### src/srfc_pkg.sv
// constants, types and register map of the rts/cts flow control block
//
// Function
// - six flow modes, numbered zero to five
// - reset mode zero: auto rts, ignore cts
// - rts command in mode zero selects manual
// - mode one: cts ignored, rts by user
// - mode two: send on cts, rts by user
// - mode three: auto rts plus extension time
// - modes three/four: user rts holds line on
// - user drop waits for drain and extension
// - mode four: raise rts, await cts, drop after
// - mode five: rts on while receive has room
// - mode five: rts low until receive level falls to the low threshold
// - default bit rate 153.3 kbps
package srfc_pkg;

  // timing
  localparam int CLK_HZ = 10_000_000;
  localparam int BIT_RATE_BPS = 153_300;
  localparam int BIT_DIV = CLK_HZ / BIT_RATE_BPS;

  // data path
  localparam int DATA_W = 8;
  localparam int FIFO_DEPTH = 8;
  localparam int FIFO_CNT_W = $clog2(FIFO_DEPTH + 1);
  localparam logic [2:0] LAST_BIT = 3'h7;

  // register byte addresses
  localparam int ADDR_W = 8;
  localparam logic [ADDR_W-1:0] OFS_CTRL = 8'h00;
  localparam logic [ADDR_W-1:0] OFS_RTS_CMD = 8'h04;
  localparam logic [ADDR_W-1:0] OFS_TXDATA = 8'h08;
  localparam logic [ADDR_W-1:0] OFS_EXT = 8'h0C;
  localparam logic [ADDR_W-1:0] OFS_BITDIV = 8'h10;
  localparam logic [ADDR_W-1:0] OFS_RXTHR = 8'h14;
  localparam logic [ADDR_W-1:0] OFS_STATUS = 8'h18;

  // field positions
  localparam int MODE_LSB = 0;
  localparam int MODE_MSB = 2;
  localparam int RTS_CMD_BIT = 0;
  localparam int THR_HIGH_LSB = 0;
  localparam int THR_HIGH_MSB = 7;
  localparam int THR_LOW_LSB = 8;
  localparam int THR_LOW_MSB = 15;
  localparam int ST_AUTO = 0;
  localparam int ST_RTS = 1;
  localparam int ST_CTS = 2;
  localparam int ST_BUSY = 3;
  localparam int ST_LVL_LSB = 4;
  localparam int ST_LVL_MSB = 7;
  localparam int ST_RXOK = 8;
  localparam int ST_MODE_LSB = 12;
  localparam int ST_MODE_MSB = 14;

  typedef enum logic [2:0] {
    MODE_NONE = 3'b000,
    MODE_MANUAL = 3'b001,
    MODE_AUTO_CTS = 3'b010,
    MODE_AUTO_RTS = 3'b011,
    MODE_FULL_AUTO = 3'b100,
    MODE_DYNAMIC = 3'b101
  } srfc_mode_e;

  typedef enum logic [1:0] {
    TX_IDLE = 2'b00,
    TX_DATA = 2'b01,
    TX_STOP = 2'b10
  } srfc_tx_e;

  typedef struct packed {
    srfc_mode_e mode;
    logic [15:0] extBits;
    logic [15:0] bitDiv;
    logic [7:0] rxHigh;
    logic [7:0] rxLow;
  } srfc_cfg_s;

  // reset values
  localparam srfc_mode_e MODE_RST = MODE_NONE;
  localparam logic [15:0] EXT_RST = 16'h0000;
  localparam logic [15:0] BITDIV_RST = 16'(BIT_DIV);
  localparam logic [7:0] RX_HIGH_RST = 8'hE0;
  localparam logic [7:0] RX_LOW_RST = 8'h80;
  localparam logic [31:0] READ_ZERO = 32'h0000_0000;

endpackage

### src/srfc_fifo.sv
// parameterised fifo that buffers transmit characters
`timescale 1ns/1ns
`default_nettype none
module srfc_fifo #(
  parameter int WIDTH = 8,
  parameter int DEPTH = 8
) (
  input wire logic clk,
  input wire logic rst,
  input wire logic inValid,
  output logic inReady,
  input wire logic [WIDTH-1:0] inData,
  output logic outValid,
  input wire logic outReady,
  output logic [WIDTH-1:0] outData,
  output logic [$clog2(DEPTH+1)-1:0] level
);
  localparam int AW = $clog2(DEPTH);
  localparam int CW = $clog2(DEPTH + 1);

  logic [WIDTH-1:0] mem [DEPTH];
  logic [AW-1:0] wrPtr;
  logic [AW-1:0] rdPtr;
  logic [CW-1:0] count;
  logic push;
  logic pop;

  assign inReady = (count != CW'(DEPTH));
  assign outValid = (count != '0);
  assign push = inValid & inReady;
  assign pop = outValid & outReady;
  assign outData = mem[rdPtr];
  assign level = count;

  ////////////////////////////////////////////////////////////////////////
  // storage has no reset: contents are only read behind a valid count
  always_ff @(posedge clk) begin
    if (push) begin
      mem[wrPtr] <= inData;
    end
  end

  always_ff @(posedge clk or posedge rst) begin
    if (rst) begin
      wrPtr <= '0;
      rdPtr <= '0;
    end else begin
      if (push) begin
        wrPtr <= (wrPtr == AW'(DEPTH - 1)) ? '0 : wrPtr + AW'(1);
      end
      if (pop) begin
        rdPtr <= (rdPtr == AW'(DEPTH - 1)) ? '0 : rdPtr + AW'(1);
      end
    end
  end

  always_ff @(posedge clk or posedge rst) begin
    if (rst) begin
      count <= '0;
    end else if (push && !pop) begin
      count <= count + CW'(1);
    end else if (pop && !push) begin
      count <= count - CW'(1);
    end
  end

endmodule // srfc_fifo
`default_nettype wire

### src/srfc_top.sv
// rts/cts flow control with apb registers and a character transmitter
//
// The implementer's own choices: the register offsets and the APB interface to the registers.
`timescale 1ns/1ns
`default_nettype none
module srfc_top (
  input wire logic clk,
  input wire logic rst,
  input wire logic psel,
  input wire logic penable,
  input wire logic pwrite,
  input wire logic [srfc_pkg::ADDR_W-1:0] paddr,
  input wire logic [31:0] pwdata,
  output logic [31:0] prdata,
  output logic pready,
  output logic pslverr,
  input wire logic ctsIn,
  input wire logic [7:0] rxLevel,
  output logic txd,
  output logic rtsOut
);

  srfc_pkg::srfc_cfg_s cfg;
  srfc_pkg::srfc_tx_e txState;
  logic userRts;
  logic ctsMeta;
  logic ctsSync;
  logic rxOk;
  logic autoHold;
  logic extRun;
  logic [15:0] extCnt;
  logic [15:0] bitCnt;
  logic bitTick;
  logic [srfc_pkg::DATA_W-1:0] shifter;
  logic [2:0] bitIdx;
  logic next_rts;
  logic mapped;
  logic access;
  logic wrEn;
  logic txPush;
  logic fifoInReady;
  logic fifoValid;
  logic fifoPop;
  logic [srfc_pkg::DATA_W-1:0] fifoData;
  logic [srfc_pkg::FIFO_CNT_W-1:0] fifoLevel;
  logic txBusy;
  logic drained;
  logic ctsNeeded;
  logic txGo;
  logic autoMode;
  logic [31:0] readVal;

  ////////////////////////////////////////////////////////////////////////
  // apb slave

  assign access = psel & penable;

  always_comb begin
    mapped = 1'b1;
    case (paddr)
      srfc_pkg::OFS_CTRL: mapped = 1'b1;
      srfc_pkg::OFS_RTS_CMD: mapped = 1'b1;
      srfc_pkg::OFS_TXDATA: mapped = 1'b1;
      srfc_pkg::OFS_EXT: mapped = 1'b1;
      srfc_pkg::OFS_BITDIV: mapped = 1'b1;
      srfc_pkg::OFS_RXTHR: mapped = 1'b1;
      srfc_pkg::OFS_STATUS: mapped = 1'b1;
      default: mapped = 1'b0;
    endcase
  end

  // a character write waits while the fifo is full: back-pressure to cpu
  assign pready = !(psel && pwrite && (paddr == srfc_pkg::OFS_TXDATA) &&
                    !fifoInReady);
  assign pslverr = access & !mapped;
  assign wrEn = access & pwrite & pready & mapped;
  assign txPush = access & pwrite & (paddr == srfc_pkg::OFS_TXDATA);

  always_comb begin
    readVal = srfc_pkg::READ_ZERO;
    case (paddr)
      srfc_pkg::OFS_CTRL:
        readVal[srfc_pkg::MODE_MSB:srfc_pkg::MODE_LSB] = cfg.mode;
      srfc_pkg::OFS_RTS_CMD:
        readVal[srfc_pkg::RTS_CMD_BIT] = userRts;
      srfc_pkg::OFS_EXT:
        readVal[15:0] = cfg.extBits;
      srfc_pkg::OFS_BITDIV:
        readVal[15:0] = cfg.bitDiv;
      srfc_pkg::OFS_RXTHR: begin
        readVal[srfc_pkg::THR_HIGH_MSB:srfc_pkg::THR_HIGH_LSB] = cfg.rxHigh;
        readVal[srfc_pkg::THR_LOW_MSB:srfc_pkg::THR_LOW_LSB] = cfg.rxLow;
      end
      srfc_pkg::OFS_STATUS: begin
        readVal[srfc_pkg::ST_AUTO] = autoHold;
        readVal[srfc_pkg::ST_RTS] = rtsOut;
        readVal[srfc_pkg::ST_CTS] = ctsSync;
        readVal[srfc_pkg::ST_BUSY] = txBusy;
        readVal[srfc_pkg::ST_LVL_MSB:srfc_pkg::ST_LVL_LSB] = fifoLevel;
        readVal[srfc_pkg::ST_RXOK] = rxOk;
        readVal[srfc_pkg::ST_MODE_MSB:srfc_pkg::ST_MODE_LSB] = cfg.mode;
      end
      default: readVal = srfc_pkg::READ_ZERO;
    endcase
  end

  // read data is caught in the setup cycle so that it leaves a flop
  always_ff @(posedge clk or posedge rst) begin
    if (rst) begin
      prdata <= srfc_pkg::READ_ZERO;
    end else if (psel && !penable && !pwrite) begin
      prdata <= readVal;
    end
  end

  ////////////////////////////////////////////////////////////////////////
  // configuration

  always_ff @(posedge clk or posedge rst) begin
    if (rst) begin
      cfg.mode <= srfc_pkg::MODE_RST;
    end else if (wrEn && paddr == srfc_pkg::OFS_CTRL) begin
      // codes above five are not modes and leave the mode alone
      if (pwdata[srfc_pkg::MODE_MSB:srfc_pkg::MODE_LSB] <=
          srfc_pkg::MODE_DYNAMIC) begin
        cfg.mode <= srfc_pkg::srfc_mode_e'(
          pwdata[srfc_pkg::MODE_MSB:srfc_pkg::MODE_LSB]);
      end
    end else if (wrEn && paddr == srfc_pkg::OFS_RTS_CMD &&
                 cfg.mode == srfc_pkg::MODE_NONE) begin
      cfg.mode <= srfc_pkg::MODE_MANUAL;
    end
  end

  always_ff @(posedge clk or posedge rst) begin
    if (rst) begin
      cfg.extBits <= srfc_pkg::EXT_RST;
      cfg.bitDiv <= srfc_pkg::BITDIV_RST;
      cfg.rxHigh <= srfc_pkg::RX_HIGH_RST;
      cfg.rxLow <= srfc_pkg::RX_LOW_RST;
    end else if (wrEn) begin
      case (paddr)
        srfc_pkg::OFS_EXT: cfg.extBits <= pwdata[15:0];
        srfc_pkg::OFS_BITDIV: cfg.bitDiv <= pwdata[15:0];
        srfc_pkg::OFS_RXTHR: begin
          cfg.rxHigh <= pwdata[srfc_pkg::THR_HIGH_MSB:srfc_pkg::THR_HIGH_LSB];
          cfg.rxLow <= pwdata[srfc_pkg::THR_LOW_MSB:srfc_pkg::THR_LOW_LSB];
        end
        default: cfg.extBits <= cfg.extBits;
      endcase
    end
  end

  always_ff @(posedge clk or posedge rst) begin
    if (rst) begin
      userRts <= 1'b0;
    end else if (wrEn && paddr == srfc_pkg::OFS_RTS_CMD) begin
      userRts <= pwdata[srfc_pkg::RTS_CMD_BIT];
    end
  end

  ////////////////////////////////////////////////////////////////////////
  // cts synchroniser and receive-room hysteresis

  always_ff @(posedge clk or posedge rst) begin
    if (rst) begin
      ctsMeta <= 1'b0;
      ctsSync <= 1'b0;
    end else begin
      ctsMeta <= ctsIn;
      ctsSync <= ctsMeta;
    end
  end

  // between the two levels the last decision stands, so rts stays calm
  always_ff @(posedge clk or posedge rst) begin
    if (rst) begin
      rxOk <= 1'b1;
    end else if (rxLevel >= cfg.rxHigh) begin
      rxOk <= 1'b0;
    end else if (rxLevel <= cfg.rxLow) begin
      rxOk <= 1'b1;
    end
  end

  ////////////////////////////////////////////////////////////////////////
  // bit-period divider; a zero divider is treated as one

  assign bitTick = ((bitCnt + 16'h0001) >= cfg.bitDiv);

  always_ff @(posedge clk or posedge rst) begin
    if (rst) begin
      bitCnt <= '0;
    end else if (bitTick) begin
      bitCnt <= '0;
    end else begin
      bitCnt <= bitCnt + 16'h0001;
    end
  end

  ////////////////////////////////////////////////////////////////////////
  // transmit buffer and transmitter

  srfc_fifo #(
    .WIDTH(srfc_pkg::DATA_W),
    .DEPTH(srfc_pkg::FIFO_DEPTH)
  ) txFifo (
    .clk(clk),
    .rst(rst),
    .inValid(txPush),
    .inReady(fifoInReady),
    .inData(pwdata[srfc_pkg::DATA_W-1:0]),
    .outValid(fifoValid),
    .outReady(fifoPop),
    .outData(fifoData),
    .level(fifoLevel)
  );

  assign txBusy = (txState != srfc_pkg::TX_IDLE);
  assign drained = !fifoValid && !txBusy;
  assign ctsNeeded = (cfg.mode == srfc_pkg::MODE_AUTO_CTS) ||
                     (cfg.mode == srfc_pkg::MODE_FULL_AUTO) ||
                     (cfg.mode == srfc_pkg::MODE_DYNAMIC);
  // cts only gates the start of a character, never one in flight
  assign txGo = !ctsNeeded || ctsSync;
  assign fifoPop = bitTick && (txState == srfc_pkg::TX_IDLE) && txGo;

  always_ff @(posedge clk or posedge rst) begin
    if (rst) begin
      txState <= srfc_pkg::TX_IDLE;
      txd <= 1'b1;
      shifter <= '0;
      bitIdx <= '0;
    end else if (bitTick) begin
      case (txState)
        srfc_pkg::TX_IDLE: begin
          if (fifoValid && txGo) begin
            txd <= 1'b0;
            shifter <= fifoData;
            bitIdx <= '0;
            txState <= srfc_pkg::TX_DATA;
          end
        end
        srfc_pkg::TX_DATA: begin
          txd <= shifter[0];
          shifter <= shifter >> 1;
          if (bitIdx == srfc_pkg::LAST_BIT) begin
            txState <= srfc_pkg::TX_STOP;
          end else begin
            bitIdx <= bitIdx + 3'h1;
          end
        end
        srfc_pkg::TX_STOP: begin
          txd <= 1'b1;
          txState <= srfc_pkg::TX_IDLE;
        end
        default: txState <= srfc_pkg::TX_IDLE;
      endcase
    end
  end

  ////////////////////////////////////////////////////////////////////////
  // automatic rts hold with extension

  assign autoMode = (cfg.mode == srfc_pkg::MODE_NONE) ||
                    (cfg.mode == srfc_pkg::MODE_AUTO_RTS) ||
                    (cfg.mode == srfc_pkg::MODE_FULL_AUTO);

  // a new character wins over a drop in the same cycle
  always_ff @(posedge clk or posedge rst) begin
    if (rst) begin
      autoHold <= 1'b0;
      extRun <= 1'b0;
      extCnt <= '0;
    end else if (!autoMode) begin
      autoHold <= 1'b0;
      extRun <= 1'b0;
    end else if (txPush) begin
      autoHold <= 1'b1;
      extRun <= 1'b0;
    end else if (autoHold && drained && !extRun) begin
      if (cfg.mode == srfc_pkg::MODE_NONE || cfg.extBits == '0) begin
        autoHold <= 1'b0;
      end else begin
        extRun <= 1'b1;
        extCnt <= cfg.extBits;
      end
    end else if (extRun && bitTick) begin
      if (extCnt == 16'h0001) begin
        extRun <= 1'b0;
        autoHold <= 1'b0;
      end else begin
        extCnt <= extCnt - 16'h0001;
      end
    end
  end

  ////////////////////////////////////////////////////////////////////////
  // rts line

  always_comb begin
    case (cfg.mode)
      srfc_pkg::MODE_NONE: next_rts = autoHold;
      srfc_pkg::MODE_MANUAL: next_rts = userRts;
      srfc_pkg::MODE_AUTO_CTS: next_rts = userRts;
      // the user level keeps the line on; auto hold covers the drain
      srfc_pkg::MODE_AUTO_RTS: next_rts = userRts | autoHold;
      srfc_pkg::MODE_FULL_AUTO: next_rts = userRts | autoHold;
      srfc_pkg::MODE_DYNAMIC: next_rts = rxOk;
      default: next_rts = 1'b0;
    endcase
  end

  always_ff @(posedge clk or posedge rst) begin
    if (rst) begin
      rtsOut <= 1'b0;
    end else begin
      rtsOut <= next_rts;
    end
  end

endmodule // srfc_top
`default_nettype wire

### config.mk
export PLATFORM = sky130hd
export DESIGN_NAME = srfc_top
export DESIGN_NICKNAME = d
export VERILOG_FILES = /design/src/srfc_pkg.sv /design/src/srfc_fifo.sv /design/src/srfc_top.sv
export SDC_FILE = /design/constraint.sdc
export NUM_CORES = 1
export LEC_CHECK = 0
export ABC_AREA = 1
export BUFFER_PORTS_ARGS = -buffer_cell sky130_fd_sc_hd__buf_2
export CELL_PAD_IN_SITES_DETAIL_PLACEMENT = 2
export CELL_PAD_IN_SITES_GLOBAL_PLACEMENT = 2
export CORE_AREA = 2 2 219 199
export CTS_CLUSTER_DIAMETER = 60
export DETAILED_ROUTE_END_ITERATION = 16
export DIE_AREA = 0 0 221 201
export PLACE_DENSITY = 0.7
export SETUP_SLACK_MARGIN = 0.3
export SLEW_MARGIN = 20
export SYNTH_ARGS = -nofsm -noshare
export SYNTH_HDL_FRONTEND = slang
export SYNTH_HIERARCHICAL = 1
export SYNTH_SLANG_ARGS = --single-unit
### constraint.sdc
create_clock -name clk -period 4 [get_ports clk]
set_input_delay 0.4 -clock clk [delete_from_list [all_inputs] [get_ports clk]]
set_output_delay 0.4 -clock clk [all_outputs]
set_load 0.005 [all_outputs]
== After elaboration in Yosys (flattened, before gate mapping) ==
Memory sizes are Yosys's and may differ from the RTL's.
Cells that the tools add are included.

* Register bits: 130
* Latch bits: 0
* RAM bits: 64
* Memory bits (read-only): 0
* Input port bits: 54
* Output and inout bits: 36
* Memories: 1

{| class="wikitable"
|+ Memories
! name !! depth !! bits a word !! read ports !! clocked after memory_dff !! write ports !! line !! source
|-
| txFifo.mem || 8 || 8 || 1 || 0 || 1 || srfc_fifo.sv:21 || <nowiki>logic [WIDTH-1:0] mem [DEPTH];</nowiki>
|}

* $add $sub $neg: 7
* Multiply operators: 0
* Div/mod/pow operators: 0
* Order comparisons: 4
* Equality and inequality tests: 28
* Shift-type cells: 0
* Muxes and demuxes: 44
* Bitwise gates (word level): 10
* Reductions and logical operators: 60

{| class="wikitable"
|+ Operator list
! kind !! count
|-
| $mux 16 || 5
|-
| $eq 8x5->1 const B || 3
|-
| $pmux 6 s4 || 1
|-
| $mux 3 || 7
|-
| $logic_and 1x1->1 || 17
|-
| $add 16x1->16 const B || 1
|-
| $eq 16x1->1 const B || 1
|-
| $eq 8x4->1 const B || 2
|-
| $ge 16x16->1 || 1
|-
| $logic_not 16->1 || 1
|-
| $mux 1 || 16
|-
| $pmux 8 s2 || 1
|-
| $sub 16x1->16 const B || 1
|-
| $eq 3x3->1 const B || 5
|-
| $reduce_and 3->1 || 5
|-
| $pmux 3 s4 || 1
|-
| $reduce_bool 2->1 || 6
|-
| $logic_not 1->1 || 11
|-
| $pmux 2 s5 || 1
|-
| $add 3x1->3 const B || 3
|-
| $pmux 3 s3 || 1
|-
| $and 1x1->1 || 8
|-
| $eq 8x3->1 const B || 1
|-
| $ge 8x8->1 || 1
|-
| 35 further kinds || 53
|}

== Logic depth before layout (Yosys ltp) ==
* Word-level depth: 10
* Depth in mapped cells: 31
* Depth with buffers taken out: 30

== Cells and area by module ==
Netlist, hierarchy kept.

{| class="wikitable"
|+ By module, submodules not included
! module !! instances !! cells each !! area each (sq um)
|-
| srfc_top || 1 || 930 || 7,114.3
|-
| srfc_fifo || 1 || 302 || 3,288.2
|}

== Least setup slack after synthesis ==
Ideal clock, no wire load.

* Kind: register to register
* Start point: register bitCnt[0]
* End point: register txFifo.count[3], in the netlist txFifo/level[3]
* Library setup time: 117 ps
* Arrival: 3,788 ps
* Data required time: 3,883 ps
* Slack: 95 ps
* Cell stages (with the launch flop): 28
* Clock period less this slack: 3,905 ps
* Cells stage by stage: dfrtp_1 > ha_1 > nand2_1 > inv_1 > nand2_1 > nor3_1 > nand3_1 > nor2_1 > nand3_1 > xor2_1 > inv_1 > ha_1 > nand2_1 > nor3_1 > nand2_1 > nand2_1 > buf_2 > inv_1 > nor2_1 > nand2_2 > ha_1 > inv_1 > ha_1 > or2_2 > nand2_1 > nand2_1 > nand3_1 > nand2_1

* Word-level cells in the longest chain between the ends: 8
* Elaborated cells between the ends (all ways): 10
* Classes of those cells: add/sub (1); order compare (1); mux (1); bitwise (1); reduce/logical (6)

{| class="wikitable"
|+ Ends and longest elaborated chain
! element !! line !! source
|-
| start: declaration || srfc_top.sv:32 || <nowiki>logic [15:0] bitCnt;</nowiki>
|-
| start signal: assignment || srfc_top.sv:197 || <nowiki>bitCnt <= bitCnt + 16'h0001;</nowiki>
|-
| $add 16x1->16 * || srfc_top.sv:189 || <nowiki>assign bitTick = ((bitCnt + 16'h0001) >= cfg.bitDiv);</nowiki>
|-
| $ge 16x16->1 * || srfc_top.sv:189 ||
|-
| $logic_and 1x1->1 * (2 in series) || srfc_top.sv:226 || <nowiki>assign fifoPop = bitTick && (txState == srfc_pkg::TX_IDLE) && txGo;</nowiki>
|-
| net fifoPop || srfc_top.sv:43 || <nowiki>logic fifoPop;</nowiki>
|-
| $and 1x1->1 * || srfc_fifo.sv:31 || <nowiki>assign pop = outValid & outReady;</nowiki>
|-
| $logic_not 1->1 || srfc_fifo.sv:60 || <nowiki>end else if (push && !pop) begin</nowiki>
|-
| $logic_and 1x1->1 || srfc_fifo.sv:60 ||
|-
| $mux 4 or $reduce_bool 2->1 (tied branches) || -- ||
|-
| end signal: assignment || srfc_fifo.sv:61 || <nowiki>count <= count + CW'(1);</nowiki>
|-
| end signal: assignment || srfc_fifo.sv:63 || <nowiki>count <= count - CW'(1);</nowiki>
|-
| end: declaration || srfc_fifo.sv:24 || <nowiki>logic [CW-1:0] count;</nowiki>
|}

The timed path passes the listed nets; every way through them passes the cells marked *.
A chain may end at the register's enable or synchronous reset.

== Worst setup path after layout ==
* Start point: register bitCnt[0]
* End point: register txFifo.count[1], in the netlist txFifo/level[1]

The elaborated chain is that of the path after synthesis.

==> metrics.md <==
| Metric | Value |
|---|---|
| Outcome | complete, no violations |
| Combinational Power Share | 33.7% |
| Setup TNS | 0 ns |
| Max H-tree Level | 4 |
| Reg power frac | 38.3% |
| Clock Path Buffers | 2 |
| Fmax | 270 MHz |
| Router iterations before antenna repair | 4 |
| Avg Vias per Cell | 4.56 |
| Top cells by count, synth | 364 x nand2_1, 147 x inv_1, 122 x dfrtp_1 |
| Gr usage total | 15.3% |
| Clock-pin transition on the worst setup and hold timing paths | 0.09 ns |
| Synth top area share | 29.3% |
| Crit. End Element | flop |
| Critical Path Source | bitCnt[0] |
| Mapped Cells | 1,232 |
| Synthesis-stage register bit count | 194 |
| DR DRC count | 0 |
| Post-DP HPWL | approximately 24 mm |
| Initial cell density of the core | ~25% |
| Clock tree sinks | 194 |
| Crit path max fanout | 4 |
| Synth area leaders | dfrtp_1 29%, edfxtp_1 18%, nand2_1 13%, ha_1 5.8%, inv_1 5.3% |
| Fin Hold WS | 0.0390 ns |
| Top-count cell post-synth | nand2_1 |
| Pre-CTS setup slack | -0.0456 ns |
| Worst slew margin | 29.5% |
| Largest net degree at the start of global routing | 71 |
| Yosys cell types | 50 |
| Fin nets | 1,409 |
| RD Place Congestion | roughly 0.74 |
| Sequential share of the synthesized area | roughly 50% |
| Hold WC Path Type | in2reg |
| CTS Root Cell | clkbuf_16 |
| Final ANT Viol Nets | 0 |
| P_leak | between 5 and 6 nW |
| Synth area leader | dfrtp_1 |
| I/O Buffers | 57 |
| Worst skew pair latency | 0.46 ns |
| Clk_skew | 0.0166 ns |
| Antenna violations before repair | 0 |
| Post-synth EDFFs | 64 |
| Sw Pwr | between 2 and 2.5 mW |
| # setup viols final | 0 |
| Die height | approximately 200 um |
| Crit share post-route | 92.6% |
| GRT overflow | 0 |
| CTS Buf Count | 17 |
| Core footprint | 42,400 um^2 |
| Die area | about 44,000 um^2 |
| Int Pwr | ~3.8 mW |
| Drt initial violations | 328 |
| Area of the multi-input gates | 4670 um^2 |
| Worst endpoint data arrival time | 4.06 ns |
| Max-slew violation count | 0 |
| Pwr dens | 507 nW/um^2 |
| Worst slew pin tran | 1.06 ns |
| Vias in the first global route | ~9,400 |
| Register area | 5180 um^2 |
| Ys async rst share | 67.0% |
| Total power | 6.23 mW |
| Switching Share | 39.4% |
| First-pass GRT wire length | 53.2 mm |
| Fin util | about 29% |
| Peak VDD IR | 250 uV |
| CTS tree | done |
| Detailed-route wire length per cell | 17.7 um |
| Final wirelength | 33.2 mm |
| Worst hold start | ctsIn |
| Die width | 221 um |
| Layout cells sized above 1 | between 10% and 20% |
| Mapped Area | 10,400 um^2 |
| Clock share of power | 28.0% |
| Vias | 8,549 |
| Worst path required time | 4.35 ns |
| Area Overhead vs Synth | 18.1% |
| Dominant synthesized flop cell | dfrtp_1 |
| Final WS setup | 0.295 ns |
| Filler cell count | 4,774 |
| Crit path time final | between 3 and 4 ns |
| R2r startpoint | bitCnt[0] |
| Synth warn | 6 |
| Num ports | 90 |
| Crit start category | flop |
| RSZ-0062 raised after global routing | yes |
| Syn Area/Cell | 8.44 um^2 |
| Crit Path Category | reg2reg |
| # rows | 72 |
| Maxcap violations | 0 |
| Hold Vio Cnt, Final | 0 |
-- state kept, by name, indices dropped and copies added, names as in the netlist, 2 cells and up --
name and count:
bitCnt 16, bitIdx 3, cfg 51, extCnt 16, prdata 16, shifter 8
txFifo/level 4, txFifo/mem 64, txFifo/rdPtr 3, txFifo/wrPtr 3, txState 2
-- power by group through the flow --
stage	combinational, mW	sequential [mW]	clock [mW]
4_1_cts	2.05	2.38	1.79
5_1_grt	2.44	2.41	1.87
2_1_floorplan	1.55	2.34	0
3_5_place_dp	2.00	2.43	0
6_report	2.10	2.39	1.74
3_3_place_gp	1.89	2.41	0
-- cell families (layout without fill, tap and decap cells) --
kind of cell               count (synthesis)  count (layout)  synth area share (%)
adders and majority gates                 49              49                  5.97
AOI/OAI and AO/OA                        196             196                  10.4
and+or+nand+nor                          565             565                  22.8
xor gates and xnor gates                  14              14                  1.18
muxes                                     10              10                 0.962
other                                      1              17                0.0360
DFF                                      194             194                  49.8
buffers and inverters                    203             275                  8.89
-- layer usage --
| metal | track usage (%) | wire length [um] | share of wire [%] |
|---|---|---|---|
| met1 | 19.6 | 15100 | 45 |
| met2 | 26.9 | 17000 | 51 |
| met3 | 2.47 | 706 | 2.1 |
| met4 | 3.72 | 446 | 1.3 |
| met5 | 0 | 0 | 0 |
-- worst max-delay path, cell delays in order, from the launching register on --
cell and delay, ns:
dfrtp_1 0.40, ha_2 0.21, nand2_2 0.06, inv_2 0.08
nand2_4 0.06, nor3_4 0.21, nand3_2 0.15, nor2_4 0.16
buf_6 0.12, nand2_4 0.05, nor2_4 0.14, nor2_4 0.05
ha_4 0.26, nand4_1 0.08, nor3_2 0.17, nand2_1 0.10
nand2_2 0.11, inv_4 0.05, nor2_4 0.12, nand2_2 0.08
ha_4 0.18, inv_4 0.07, buf_4 0.11, fa_2 0.43
nand2_1 0.08, nand2_1 0.05
-- what timing repair did --
| action | in CTS | in global routing |
|---|---|---|
| hold buffers | 1 | 0 |
| endpoints found under the hold margin | 10 | 0 |
| gates resized for setup | 7 | 64 |
| setup endpoints to repair | 3 | 19 |
| pin swaps | 6 | 39 |
| setup buffers | 7 | 11 |
-- final timing paths --
| check | end | slack (ns) | cells after the start |
|---|---|---|---|
| min | ctsMeta | 0.04 | 1 |
| min in group asynchronous | txFifo/wrPtr[1] | 0.54 | 3 |
| max | txFifo/level[1] | 0.29 | 25 |
| max reg2reg | txFifo/level[1] | 0.29 | 25 |
| min reg2reg | ctsSync | 0.37 | 0 |
| max in group asynchronous | rxOk | 2.57 | 4 |
-- final cells by class --
| type | instances | share of cell area, % |
|---|---|---|
| diodes | 1 | 0.0204 |
| repair buffers | 90 | 4.49 |
| multi-input cells | 850 | 38.0 |
| flip-flops and latches | 194 | 42.2 |
| well taps | 555 | 5.65 |
| clock buffers | 17 | 3.46 |
| inverters | 153 | 4.82 |
| clock inverters | 15 | 1.32 |
-- metrics by stage --
step                      instance area, um^2  cells
final                                   12300   1875
after CTS                               11900   1863
after detailed placement                11200   1823
after global routing                    12300   1874
after global placement                  11200   1823
after floorplan                         10500   1247
-- cells in the final DEF (no fill, tap or decap), types with 30 or more instances in the layout --
cell type    n
nor2_1      92
nand3_1     45
buf_4       30
dfrtp_1    122
o21ai_1     54
edfxtp_1    64
o21ai_0     74
inv_1      139
nand2_1    349
buf_2       57
ha_1        40
Power figures use the tool's default switching activity.
